File: src/hw/ssipr_pkg.sv
/*
 * Constants for the absolute position readout over a synchronous serial link.
 * Assumes a 50 MHz system clock; the CYC counts below are in cycles of that clock.
 */
package ssipr_pkg;

   // System clock rate in kHz.
   localparam int unsigned CLK_KHZ            = 50000;
   // Word lengths for single-turn and multi-turn encoders.
   localparam int unsigned ST_BITS            = 13;
   localparam int unsigned MT_BITS            = 12;
   localparam int unsigned WORD_ST            = 13;
   localparam int unsigned WORD_MT            = 25;
   // Speed sample period, shortest and longest allowed, in microseconds.
   localparam int unsigned SAMPLE_MIN_US      = 125;
   localparam int unsigned SAMPLE_MAX_US      = 250;
   localparam int unsigned SAMPLE_MIN_CYC     = (SAMPLE_MIN_US * CLK_KHZ + 999) / 1000;
   localparam int unsigned SAMPLE_MAX_CYC     = (SAMPLE_MAX_US * CLK_KHZ) / 1000;
   // Half period of the generated shift clock, in nanoseconds.
   localparam int unsigned HALF_CLK_NS        = 1000;
   localparam int unsigned HALF_CLK_CYC       = (HALF_CLK_NS * CLK_KHZ + 999999) / 1000000;
   // Recovery time that the encoder needs after a word, in microseconds.
   localparam int unsigned RECOVERY_US        = 30;
   localparam int unsigned RECOVERY_CYC       = (RECOVERY_US * CLK_KHZ + 999) / 1000;
   // Seconds per minute, used when scaling speed to rpm.
   localparam int unsigned SEC_PER_MIN        = 60;
   // Degrees per revolution, used when scaling a count to an angle.
   localparam int unsigned DEG_PER_REV        = 360;
   // Quadrature counts per incremental signal period.
   localparam int unsigned QUAD_PER_PERIOD    = 4;

   // Link states.
   typedef enum logic [2:0] {
      SSIPR_IDLE,
      SSIPR_LOW,
      SSIPR_HIGH,
      SSIPR_RECOVER,
      SSIPR_DONE
   } ssipr_state_t;

endpackage : ssipr_pkg

File: src/hw/ssipr_fifo.sv
/*
 * Synchronous FIFO with valid/ready on both sides and registered read data.
 * Assumes one clock and a synchronous active-high reset shared with its user.
 */
`timescale 1ns/1ps
module ssipr_fifo #(
   parameter int unsigned WIDTH = 32,
   parameter int unsigned DEPTH = 32
) (
   input  wire logic             clk,
   input  wire logic             srst,
   input  wire logic [WIDTH-1:0] in_data,
   input  wire logic             in_valid,
   output logic                  in_ready,
   output logic      [WIDTH-1:0] out_data,
   output logic                  out_valid,
   input  wire logic             out_ready
);

   localparam int unsigned AW = $clog2(DEPTH);

   logic [WIDTH-1:0] mem [DEPTH];        // Storage array.
   logic [AW-1:0]    wp_q;               // Write pointer.
   logic [AW-1:0]    rp_q;               // Read pointer.
   logic [AW:0]      cnt_q;              // Words held, including the output register.
   logic             push;               // A word enters this cycle.
   logic             pop;                // A word leaves this cycle.
   logic             load;               // The output register takes a new word.

   // The output register is refilled when it is empty or being drained.
   assign push     = in_valid && in_ready;
   assign pop      = out_valid && out_ready;
   assign in_ready = (cnt_q < (AW+1)'(DEPTH));
   assign load     = (cnt_q > (AW+1)'(out_valid)) && (!out_valid || out_ready);

   // Storage write; no reset is needed for the array.
   always_ff @(posedge clk)
   begin
      if (push)
      begin
         mem[wp_q] <= in_data;
      end
   end

   // Pointers, fill count and the registered read side.
   always_ff @(posedge clk)
   begin
      if (srst)
      begin
         wp_q      <= '0;
         rp_q      <= '0;
         cnt_q     <= '0;
         out_valid <= 1'b0;
         out_data  <= '0;
      end
      else
      begin
         if (push)
         begin
            wp_q <= wp_q + AW'(1);
         end
         if (load)
         begin
            out_data  <= mem[rp_q];
            rp_q      <= rp_q + AW'(1);
            out_valid <= 1'b1;
         end
         else if (pop)
         begin
            out_valid <= 1'b0;
         end
         cnt_q <= cnt_q + (AW+1)'(push) - (AW+1)'(pop);
      end
   end

endmodule : ssipr_fifo

File: src/hw/ssipr_readout.sv
/*
 * Controller side of an absolute encoder readout over a synchronous serial link.
 * Generates the shift clock, collects the Gray-coded word, converts it, derives
 * speed once per sample period, and optionally follows incremental tracks.
 * Assumes enc_data, track_a and track_b arrive asynchronously from pins, and
 * that the consumer of the position stream drains it with ready/valid.
 */
// Behaviour
// - Word is 13 or 25 bits long.
// - Multi-turn: 13 position plus 12 turn bits.
// - Clock and data idle high.
// - Clock high past recovery gives fresh capture.
// - Sample each bit on the following rising edge; the code samples it at the end of the high phase it was presented in.
// - Read once per sample period, 125-250 us.
// - One count is 360 over two^single-turn bits.
// - Speed is delta over period, times 60.
// - Change below one count reports zero speed.
// - With tracks, read once then count only.
// - Asynchronous encoders use incremental tracks only.
// - No diagnostics or configuration over the link.
// - Count every track edge up/down, four per period.
`timescale 1ns/1ps
module ssipr_readout
   import ssipr_pkg::*;
#(
   parameter int unsigned SAMPLE_CYC = SAMPLE_MAX_CYC,
   parameter int unsigned FIFO_DEPTH = 32
) (
   input  wire logic                clk,
   input  wire logic                srst,
   input  wire logic                multi_turn,
   input  wire logic                use_tracks,
   input  wire logic                async_link,
   output logic                     enc_clk,
   input  wire logic                enc_data,
   input  wire logic                track_a,
   input  wire logic                track_b,
   output logic [WORD_MT-1:0]       pos_data,
   output logic                     pos_valid,
   input  wire logic                pos_ready,
   output logic [31:0]              speed_rpm,
   output logic                     speed_valid,
   output logic [31:0]              angle_mdeg,
   output logic                     overflow
);

   // Gray to binary conversion, used for the received word only.
   function automatic logic [WORD_MT-1:0] gray2bin(input logic [WORD_MT-1:0] g);
      logic [WORD_MT-1:0] b;
      b[WORD_MT-1] = g[WORD_MT-1];
      for (int i = WORD_MT - 2; i >= 0; i--)
      begin
         b[i] = b[i+1] ^ g[i];
      end
      return b;
   endfunction : gray2bin

   // Rpm from a count change over one sample period.
   function automatic logic [31:0] to_rpm(input logic [ST_BITS-1:0] d);
      logic [63:0] p;
      p = 64'(d) * 64'(SEC_PER_MIN) * 64'(CLK_KHZ) * 64'd1000;
      return 32'(p / (64'(SAMPLE_CYC) << ST_BITS));
   endfunction : to_rpm

   ssipr_state_t          st_q;          // Link state.
   logic [1:0]            data_s_q;      // Data line synchroniser.
   logic [1:0]            a_s_q;         // Track A synchroniser.
   logic [1:0]            b_s_q;         // Track B synchroniser.
   logic                  a_q;           // Track A, previous synchronised value.
   logic                  b_q;           // Track B, previous synchronised value.
   logic [15:0]           tmr_q;         // Half period and recovery timer.
   logic [4:0]            bit_q;         // Clock pulses still to issue.
   logic [WORD_MT-1:0]    sh_q;          // Incoming shift register.
   logic [31:0]           per_q;         // Sample period timer.
   logic                  init_done_q;   // Startup read finished in track mode.
   logic [ST_BITS-1:0]    pos_q;         // Single-turn position, binary.
   logic [ST_BITS-1:0]    prev_q;        // Position at previous sample.
   logic [ST_BITS-1:0]    qpos_q;        // Quadrature up/down counter.
   logic [WORD_MT-1:0]    word_bin;      // Binary form of the received word.
   logic [4:0]            word_len;      // Pulses for the configured word.
   logic [ST_BITS-1:0]    cur_pos;       // Position used for speed.
   logic [ST_BITS-1:0]    diff;          // Signed-modulo change per period.
   logic [ST_BITS-1:0]    mag;           // Magnitude of the change.
   logic                  tick;          // Sample period boundary.
   logic                  want_read;     // A serial read should start.
   logic                  word_done;     // Word is complete in the shift register.
   logic                  a_edge;        // Any edge on track A.
   logic                  b_edge;        // Any edge on track B.
   logic                  up;            // Count direction.
   logic [WORD_MT-1:0]    fifo_in;       // Word aligned to the least bits.
   logic                  fifo_in_ready; // Space in the stream buffer.

   // Decoding of mode, conversions and quadrature direction.
   assign word_len  = multi_turn ? 5'(WORD_MT) : 5'(WORD_ST);
   assign fifo_in   = multi_turn ? sh_q : {{(WORD_MT-WORD_ST){1'b0}}, sh_q[WORD_ST-1:0]};
   assign word_bin  = gray2bin(fifo_in);
   assign tick      = (per_q == SAMPLE_CYC - 1);
   assign want_read = tick && !async_link && !(use_tracks && init_done_q);
   assign word_done = (st_q == SSIPR_RECOVER) && (tmr_q == 16'(RECOVERY_CYC));
   assign a_edge    = a_s_q[1] ^ a_q;
   assign b_edge    = b_s_q[1] ^ b_q;
   assign up        = a_s_q[1] ^ b_q;
   assign cur_pos   = (use_tracks || async_link) ? qpos_q : pos_q;
   assign diff      = cur_pos - prev_q;
   assign mag       = diff[ST_BITS-1] ? (~diff + ST_BITS'(1)) : diff;

   // Pin synchronisers; only the second stage is read.
   always_ff @(posedge clk)
   begin
      if (srst)
      begin
         data_s_q <= 2'b11;
         a_s_q    <= 2'b00;
         b_s_q    <= 2'b00;
         a_q      <= 1'b0;
         b_q      <= 1'b0;
      end
      else
      begin
         data_s_q <= {data_s_q[0], enc_data};
         a_s_q    <= {a_s_q[0], track_a};
         b_s_q    <= {b_s_q[0], track_b};
         a_q      <= a_s_q[1];
         b_q      <= b_s_q[1];
      end
   end

   // Sample period timer.
   always_ff @(posedge clk)
   begin
      if (srst || tick)
      begin
         per_q <= '0;
      end
      else
      begin
         per_q <= per_q + 32'd1;
      end
   end

   // Link sequencer: idle high, word_len low/high pulses, then a high recovery.
   always_ff @(posedge clk)
   begin
      if (srst)
      begin
         st_q    <= SSIPR_IDLE;
         enc_clk <= 1'b1;
         tmr_q   <= '0;
         bit_q   <= '0;
         sh_q    <= '0;
      end
      else
      begin
         case (st_q)
            SSIPR_IDLE:
            begin
               // The clock has rested high long enough, so the encoder captures anew.
               if (want_read)
               begin
                  st_q    <= SSIPR_LOW;
                  enc_clk <= 1'b0;
                  tmr_q   <= 16'(HALF_CLK_CYC - 1);
                  bit_q   <= word_len;
               end
            end
            SSIPR_LOW:
            begin
               // Rising edge: the encoder presents the next bit, which is taken at the end of this high phase.
               if (tmr_q == 16'd0)
               begin
                  st_q    <= SSIPR_HIGH;
                  enc_clk <= 1'b1;
                  tmr_q   <= 16'(HALF_CLK_CYC - 1);
                  bit_q   <= bit_q - 5'd1;
               end
               else
               begin
                  tmr_q <= tmr_q - 16'd1;
               end
            end
            SSIPR_HIGH:
            begin
               if (tmr_q != 16'd0)
               begin
                  tmr_q <= tmr_q - 16'd1;
               end
               else
               begin
                  // Shift at the end of the high phase, half a period after the rising edge that presented the bit.
                  sh_q <= {sh_q[WORD_MT-2:0], data_s_q[1]};
                  if (bit_q == 5'd0)
                  begin
                     st_q  <= SSIPR_RECOVER;
                     tmr_q <= 16'(RECOVERY_CYC);
                  end
                  else
                  begin
                     st_q    <= SSIPR_LOW;
                     enc_clk <= 1'b0;
                     tmr_q   <= 16'(HALF_CLK_CYC - 1);
                  end
               end
            end
            SSIPR_RECOVER:
            begin
               // Clock held high longer than the recovery time, so no repeated word.
               if (tmr_q == 16'd0)
               begin
                  st_q <= SSIPR_DONE;
               end
               else
               begin
                  tmr_q <= tmr_q - 16'd1;
               end
            end
            SSIPR_DONE:
            begin
               st_q <= SSIPR_IDLE;
            end
            default:
            begin
               st_q    <= SSIPR_IDLE;
               enc_clk <= 1'b1;
            end
         endcase
      end
   end

   // Position keeping: serial word loads, quadrature edges count.
   always_ff @(posedge clk)
   begin
      if (srst)
      begin
         pos_q       <= '0;
         qpos_q      <= '0;
         init_done_q <= 1'b0;
      end
      else
      begin
         if (word_done)
         begin
            pos_q <= word_bin[ST_BITS-1:0];
         end
         if (word_done && use_tracks)
         begin
            qpos_q      <= word_bin[ST_BITS-1:0];
            init_done_q <= 1'b1;
         end
         else if (a_edge || b_edge)
         begin
            qpos_q <= up ? qpos_q + ST_BITS'(1) : qpos_q - ST_BITS'(1);
         end
      end
   end

   // Speed and angle per sample period; the link only ever carries clock pulses.
   always_ff @(posedge clk)
   begin
      if (srst)
      begin
         prev_q      <= '0;
         speed_rpm   <= '0;
         speed_valid <= 1'b0;
         angle_mdeg  <= '0;
         overflow    <= 1'b0;
      end
      else
      begin
         speed_valid <= tick;
         overflow    <= word_done && !fifo_in_ready;
         if (tick)
         begin
            prev_q     <= cur_pos;
            speed_rpm  <= (mag == '0) ? 32'd0 : to_rpm(mag);
            angle_mdeg <= 32'((64'(cur_pos) * 64'(DEG_PER_REV) * 64'd1000) >> ST_BITS);
         end
      end
   end

   // Stream buffer for received words in binary form.
   ssipr_fifo #(
      .WIDTH (WORD_MT),
      .DEPTH (FIFO_DEPTH)
   ) u_fifo (
      .clk       (clk),
      .srst      (srst),
      .in_data   (word_bin),
      .in_valid  (word_done),
      .in_ready  (fifo_in_ready),
      .out_data  (pos_data),
      .out_valid (pos_valid),
      .out_ready (pos_ready)
   );

endmodule : ssipr_readout

File: config.mk
export PLATFORM = sky130hd
export DESIGN_NAME = ssipr_readout
export DESIGN_NICKNAME = d
export VERILOG_FILES = /design/src/hw/ssipr_pkg.sv /design/src/hw/ssipr_fifo.sv /design/src/hw/ssipr_readout.sv
export SDC_FILE = /design/constraint.sdc
export NUM_CORES = 2
export LEC_CHECK = 0
export BUFFER_PORTS_ARGS = -buffer_cell sky130_fd_sc_hd__buf_2
export CORE_MARGIN = 2
export CORE_UTILIZATION = 29
export DETAILED_ROUTE_END_ITERATION = 6
export MAX_ROUTING_LAYER = met4
export PLACE_DENSITY = 0.53
export SLEW_MARGIN = 20
export SYNTH_ARGS = -nofsm -noshare
export SYNTH_HDL_FRONTEND = slang
export SYNTH_HIERARCHICAL = 1
export SYNTH_SLANG_ARGS = --single-unit
export TNS_END_PERCENT = 30
File: constraint.sdc
create_clock -name clk -period 34 [get_ports clk]
set_clock_uncertainty 0.1 [all_clocks]
set_input_delay 5.1 -clock clk [delete_from_list [all_inputs] [get_ports clk]]
set_output_delay 5.1 -clock clk [all_outputs]
set_load 0.1 [all_outputs]
## Word-level counts from Yosys, hierarchy flattened

Memory sizes are Yosys's and may differ from the RTL's. A register that Yosys moved wholly into a read port is not among the register bits.
Cells that the tools add are included.

- Memories kept: 1
- Memory bits (writable): 800
- Input bits: 9
- Register bits after elaboration: 200
- Logic and storage cells: 149
- Output and inout port bits: 93

Memory list:

| name | words | width | rd ports | clocked after memory_dff | write ports | RTL line | RTL |
|---|---|---|---|---|---|---|---|
| u_fifo.mem | 32 | 25 | 1 | 1 | 1 | ssipr_fifo.sv:22 | `logic [WIDTH-1:0] mem [DEPTH];` |

- Add/sub/neg operators: 11
- Div/mod/pow operators: 1
- Bitwise logic cells: 30
- Equality and inequality tests: 12
- Muxes and demuxes: 32
- Reductions and logical operators: 32
- Multipliers: 5
- Order comparisons: 2

Operator list:

| cell | number |
|---|---|
| 13-bit 2-to-1 mux | 5 |
| 45-bit by 27-bit divider with 64-bit output (second input constant) | 1 |
| 16-bit 2-to-1 mux | 4 |
| 16-bit case mux with 4 select lines | 1 |
| 29-bit by 7-bit multiplier with 36-bit output (second input constant) | 1 |
| 32-bit by 1-bit adder with 32-bit output (second input constant) | 1 |
| 32-bit by 14-bit equality test with 1-bit output (second input constant) | 1 |
| 32-bit 2-to-1 mux | 1 |
| 17-bit by 12-bit multiplier with 29-bit output (second input constant) | 1 |
| 1-bit XOR | 27 |
| 13-bit by 1-bit adder with 13-bit output (second input constant) | 2 |
| 19-bit by 7-bit multiplier with 26-bit output (second input constant) | 1 |
| 25-bit 2-to-1 mux | 1 |
| 13-bit by 6-bit multiplier with 19-bit output (second input constant) | 1 |
| 13-bit by 4-bit multiplier with 17-bit output (second input constant) | 1 |
| 16-bit by 11-bit equality test with 1-bit output (second input constant) | 1 |
| 16-bit logical NOT | 1 |
| 16-bit nonzero test | 1 |
| 16-bit by 1-bit subtractor with 16-bit output (second input constant) | 1 |
| 5-bit 2-to-1 mux | 3 |
| 13-bit logical NOT | 1 |
| 13-bit inverter | 1 |
| 13-bit by 1-bit subtractor with 13-bit output (second input constant) | 1 |
| 13-bit subtractor | 1 |
| 31 further kinds | 65 |

## Longest topological paths before layout

- Depth after elaboration: 26
- Gate-level depth with buffers: 149

## Hierarchy

The synthesis kept the hierarchy.

By module, submodules not included:

| module | times used | cells an instance | area an instance (sq um) | sequential area each (sq um) |
|---|---|---|---|---|
| ssipr_readout | 1 | 4076 | 32596.3 | 3403.3 |
| ssipr_fifo | 1 | 1578 | 32366.0 | 24863.8 |

## Worst setup path after synthesis

OpenSTA, ideal clock, no wires.

- Path type: input port to flip-flop
- Start point: input port use_tracks
- End point: register speed_rpm[0]
- Data arrival time: 36398 ps
- Stages: 135
- Path slack: -2577 ps
- Cells stage by stage: nor2_1 clkbuf_1 mux2i_1 inv_1 fa_1 a21o_1 a21oi_1 o21bai_1 a21oi_1 o21bai_1 a21oi_1 o21bai_1 a21oi_1 o21bai_1 a21oi_1 xnor2_1 clkbuf_1 nor2_1 (+99 left out) buf_2 mux2_2 nand3_1 a21oi_1 a311o_1 a2111oi_2 buf_2 nand2_1 a2111o_1 or4_1 buf_2 a31o_2 and4_1 a2111o_1 o311ai_4 a31oi_1 mux2_1 a32oi_1

- Word-level cells in the longest chain between the ends: 11
- Elaborated cells on any way between the ends: 12
- Those cells by class: add/sub: 2; mul: 3; div: 1; mux: 3; bitwise: 1; reduce/logical: 2

Ends and longest elaborated chain:

| element | RTL line | RTL |
|---|---|---|
| start: declaration | ssipr_readout.sv:32 | `input wire logic use_tracks,` |
| 1-bit logical OR * | ssipr_readout.sv:103 | `assign cur_pos = (use_tracks \|\| async_link) ? qpos_q : pos_q;` |
| 13-bit 2-to-1 mux * | ssipr_readout.sv:103 |  |
| net cur_pos[1] | ssipr_readout.sv:81 | `logic [ST_BITS-1:0] cur_pos;` |
| 13-bit subtractor * | ssipr_readout.sv:104 | `assign diff = cur_pos - prev_q;` |
| 13-bit inverter | ssipr_readout.sv:105 | `assign mag = diff[ST_BITS-1] ? (~diff + ST_BITS'(1)) : diff;` |
| 13-bit by 1-bit adder with 13-bit output | ssipr_readout.sv:105 |  |
| 13-bit 2-to-1 mux * | ssipr_readout.sv:105 |  |
| 13-bit by 4-bit multiplier with 17-bit output | ssipr_readout.sv:61 | `p = 64'(d) * 64'(SEC_PER_MIN) * 64'(CLK_KHZ) * 64'd1000;` |
| 17-bit by 12-bit multiplier with 29-bit output | ssipr_readout.sv:61 |  |
| 29-bit by 7-bit multiplier with 36-bit output | ssipr_readout.sv:61 |  |
| 45-bit by 27-bit divider with 64-bit output | ssipr_readout.sv:62 | `return 32'(p / (64'(SAMPLE_CYC) << ST_BITS));` |
| 32-bit 2-to-1 mux * | ssipr_readout.sv:274 | `speed_rpm <= (mag == '0) ? 32'd0 : to_rpm(mag);` |
| end signal: assignment | ssipr_readout.sv:274 |  |
| end: declaration | ssipr_readout.sv:41 | `output logic [31:0] speed_rpm,` |

The timed path passes the listed nets; every way through them passes the cells marked *.
A chain may end at the register's enable or synchronous reset.

## Worst setup path in the final report

- Start point: input port use_tracks
- End point: register speed_rpm[0]

- Word-level cells in the longest chain between the ends: 11
- Elaborated cells on any way between the ends: 12
- Those cells by class: add/sub: 2; mul: 3; div: 1; mux: 3; bitwise: 1; reduce/logical: 2

Ends and longest elaborated chain:

| element | RTL line |
|---|---|
| 1-bit logical OR * | ssipr_readout.sv:103 |
| 13-bit 2-to-1 mux * | ssipr_readout.sv:103 |
| 13-bit subtractor * | ssipr_readout.sv:104 |
| 13-bit inverter | ssipr_readout.sv:105 |
| 13-bit by 1-bit adder with 13-bit output | ssipr_readout.sv:105 |
| 13-bit 2-to-1 mux * | ssipr_readout.sv:105 |
| 13-bit by 4-bit multiplier with 17-bit output | ssipr_readout.sv:61 |
| 17-bit by 12-bit multiplier with 29-bit output | ssipr_readout.sv:61 |
| 29-bit by 7-bit multiplier with 36-bit output | ssipr_readout.sv:61 |
| 45-bit by 27-bit divider with 64-bit output | ssipr_readout.sv:62 |
| 32-bit 2-to-1 mux * | ssipr_readout.sv:274 |

Mark *: on every way between the ends. The rest lies on a longest branch, timed or not.

==> results.py <==
metrics = {
    "die": {
        "die_w_um": 477.3,
        "io_pins": 102,
        "coreArea_um2": 222500,
        "start_util_pct": 29.19,
        "rows": 173,
        "die_h_um": 477.3,
        "die-area_um2": 227800,
    },
    "worst_setup_path": {
        "path_class": "input pin to register",
        "crit_top_cell": "buf_4",
        "r2r_start": "qpos_q[0]",
        "path_max_fanout": 9,
        "cp-start-kind": "input pin",
        "slowest_delay_ns": 0.56,
        "slowest_stage": "fa_1",
        "cp.required_ns": 34.60,
        "cp-end-kind": "register",
        "startpoint": "use_tracks",
        "cp.arrival_ns": 34.91,
    },
    "global_route": {
        "grt_pass1_wl_um": 277800,
        "track_usage_pct": 15.78,
        "antenna_found_initial": 10,
        "overflow": 0,
        "grt_max_degree": 122,
        "grt_pass1_vias": 48290,
    },
    "synthesis": {
        "synth_cells": 5654,
        "synth_top_area_share_pct": 36.98,
        "syn-mean-instance-area_um2": 11.49,
        "synth_edf_count": 800,
        "yosysTopAreaCell": "edfxtp_1",
        "yosysSeqAreaShare_pct": 43.51,
        "synth_ff_type": "edfxtp_1",
        "synth_area_leaders": "edfxtp_1 (37%), fa_1 (7.5%), ha_1 (6.5%)",
        "synth-seq-cells": 1012,
        "ys_warn_count": 6,
        "yosysUniqueCellTypes": 147,
        "netlist_area_um2": 64960,
        "async_flop_share_pct": 0,
    },
    "status": {
        "violations": "negative setup slack",
        "outcome": "finished with violations",
    },
    "cells_and_area": {
        "multi_input_area_um2": 34970,
        "register_area_um2": 28280,
        "area_growth_pct": 25.43,
        "fin_nets": 7316,
        "diodes": 0,
        "fillCellCount": 21970,
        "layout_commonest_cell": "buf_4",
        "layout.cells.non_filler": 9789,
        "drive_above_1_share_pct": 27.91,
        "layout_common_cells": "buf_4 (1089), edfxtp_1 (800), inv_1 (544)",
    },
    "placement": {
        "gp_congestion": 0.8648,
        "place_hpwl_um": 124600,
        "port_buffers": 75,
        "placed_cells_incl_taps": 9549,
    },
    "drt": {
        "wl_per_cell_um": 18.20,
        "drt-total-wl_um": 178200,
        "num_vias": 47860,
        "drt-initial-drc-count": 3269,
        "drcViolationCount": 0,
        "drtAntennaViolNets": 0,
        "drt-vias-per-instance": 4.889,
        "drt_pass1_iterations": 6,
    },
    "clock_tree": {
        "cts_inserted_buffers": 103,
        "clk_pin_slew_ns": 0.07,
        "cts.path.max_buffers": 3,
        "clkLatencyLatePin_ns": 0.77,
        "cts_tree": "built",
        "cts_max_level": 3,
        "hold_buffers": 0,
        "clkSinkCount": 1012,
        "root_buffer": "clkbuf_16",
    },
    "run": {
        "cap_violations": 0,
    },
    "sta": {
        "finalWorstSetupSlack_ns": -0.3102,
        "worst_slew_pin_slew_ns": 1.153,
        "post-route-period-util_pct": 100.9,
        "setup_viol": 2,
        "rsz0062_at_grt": "yes",
        "finalHoldViolations": 0,
        "whs_ns": 0.3139,
        "slew_viol_final": 0,
        "fmaxAchievable_ghz": 0.02915,
        "slew-limit-headroom_pct": 23.11,
        "fin_crit_ns": 34.31,
    },
    "hold_path": {
        "hold_path.class": "register to register",
        "hp-start": "data_s_q[0]",
    },
}
[worst paths after layout]
| path | to | cells past startpoint | slack (ns) |
|---|---|---|---|
| min reg2reg | data_s_q[1] | 1 | 0.31 |
| max reg2reg | speed_rpm[0] | 143 | 4.03 |
| max | speed_rpm[0] | 145 | -0.31 |
| min | data_s_q[1] | 1 | 0.31 |
[area by class of cell]
type	instances	share of cell area, %
Inverter	550	2.534
Clock buffer	136	3.438
Timing Repair Buffer	1179	10.82
Clock inverter	60	1.012
Sequential cell	1012	34.71
Multi-Input combinational cell	3877	42.92
Tap cell	2975	4.568
[layer usage]
| metal | routed length [um] | vias up | global-route usage, % | share of wire, % |
|---|---|---|---|---|
| met1 | 80840 | 23950 | 20.92 | 45 |
| li1 | - | 22810 | - | - |
| met4 | 2957 | 0 | 2.904 | 1.7 |
| met2 | 86970 | 909 | 26.23 | 49 |
| met5 | 0 | - | - | 0 |
| met3 | 7398 | 193 | 1.747 | 4.2 |
[state kept, by name, indices dropped and copies added, names as in the netlist, 2 cells and up]
signal and cells:
sh_q 25, u_fifo/rp_q 5, pos_q 13, speed_rpm 19, st_q 3, u_fifo/wp_q 5
qpos_q 13, prev_q 13, tmr_q 16, u_fifo/out_data 25, per_q 32, u_fifo/mem 800
bit_q 5, a_s_q 2, angle_mdeg 19, data_s_q 2, b_s_q 2, u_fifo/cnt_q 6
[stage by stage]
step                      cell area, um2  TNS, ns  setup slack, ns  util [%]
after floorplan                    65380  -0.8383          -0.6078         -
after global placement             76590   -2.921           -1.351     34.42
after detailed placement           76640   -3.935           -1.702     34.44
after CTS                          81060  -0.1539          -0.1115     36.43
after global routing               81480   -4.920           -2.012     36.62
final                              81480  -0.5524          -0.3102     36.62
[kinds of logic (layout without fill, tap and decap cells)]
| group | count (synthesis) | after routing | synth area share (%) |
|---|---|---|---|
| AO/OA/AOI/OAI | 1190 | 1191 | 13.06 |
| XOR/XNOR | 352 | 352 | 4.827 |
| adder cells (fa/ha/maj) | 593 | 593 | 14.21 |
| buffers and inverters | 791 | 1925 | 5.129 |
| flip-flops | 1012 | 1012 | 43.51 |
| multiplexers | 420 | 420 | 9.470 |
| other | 1 | 26 | 0.005773 |
| AND/OR/NAND/NOR | 1295 | 1295 | 9.788 |
[cells in the mapped netlist (56+ instances only)]
library cell    n
inv_1         548
nand2_1       320
xor2_1        104
mux2i_1       233
mux4_2        150
edfxtp_1      800
clkbuf_1      112
o21ai_0       163
ha_1          340
dfxtp_1       212
nor2_1        412
a211oi_1       60
fa_1          244
nand3_1        95
xnor2_1       241
nor3_1         86
a21oi_1       325
o21bai_1       56
buf_2          58
and2_1         61
[worst max-delay path, delay by kind of cell]
| kind | cells | cell delay, ns |
|---|---|---|
| compound gates | 72 | 12.29 |
| xor+xnor | 7 | 1.13 |
| fa+ha+maj | 15 | 6.17 |
| buf+inv | 29 | 3.34 |
| mux | 6 | 1.37 |
| simple gates | 16 | 5.40 |
[timing repair]
action / 4_1_cts / 5_1_grt
pin swaps: 67 / 30
resized for setup: 106 / 46
endpoints found under the setup margin: 3 / 4
gates cloned: 0 / 1
buffers inserted: 29 / 12
Power is not shown: default switching activity piles up to over one toggle a cycle in this logic, so the estimate is an artifact.
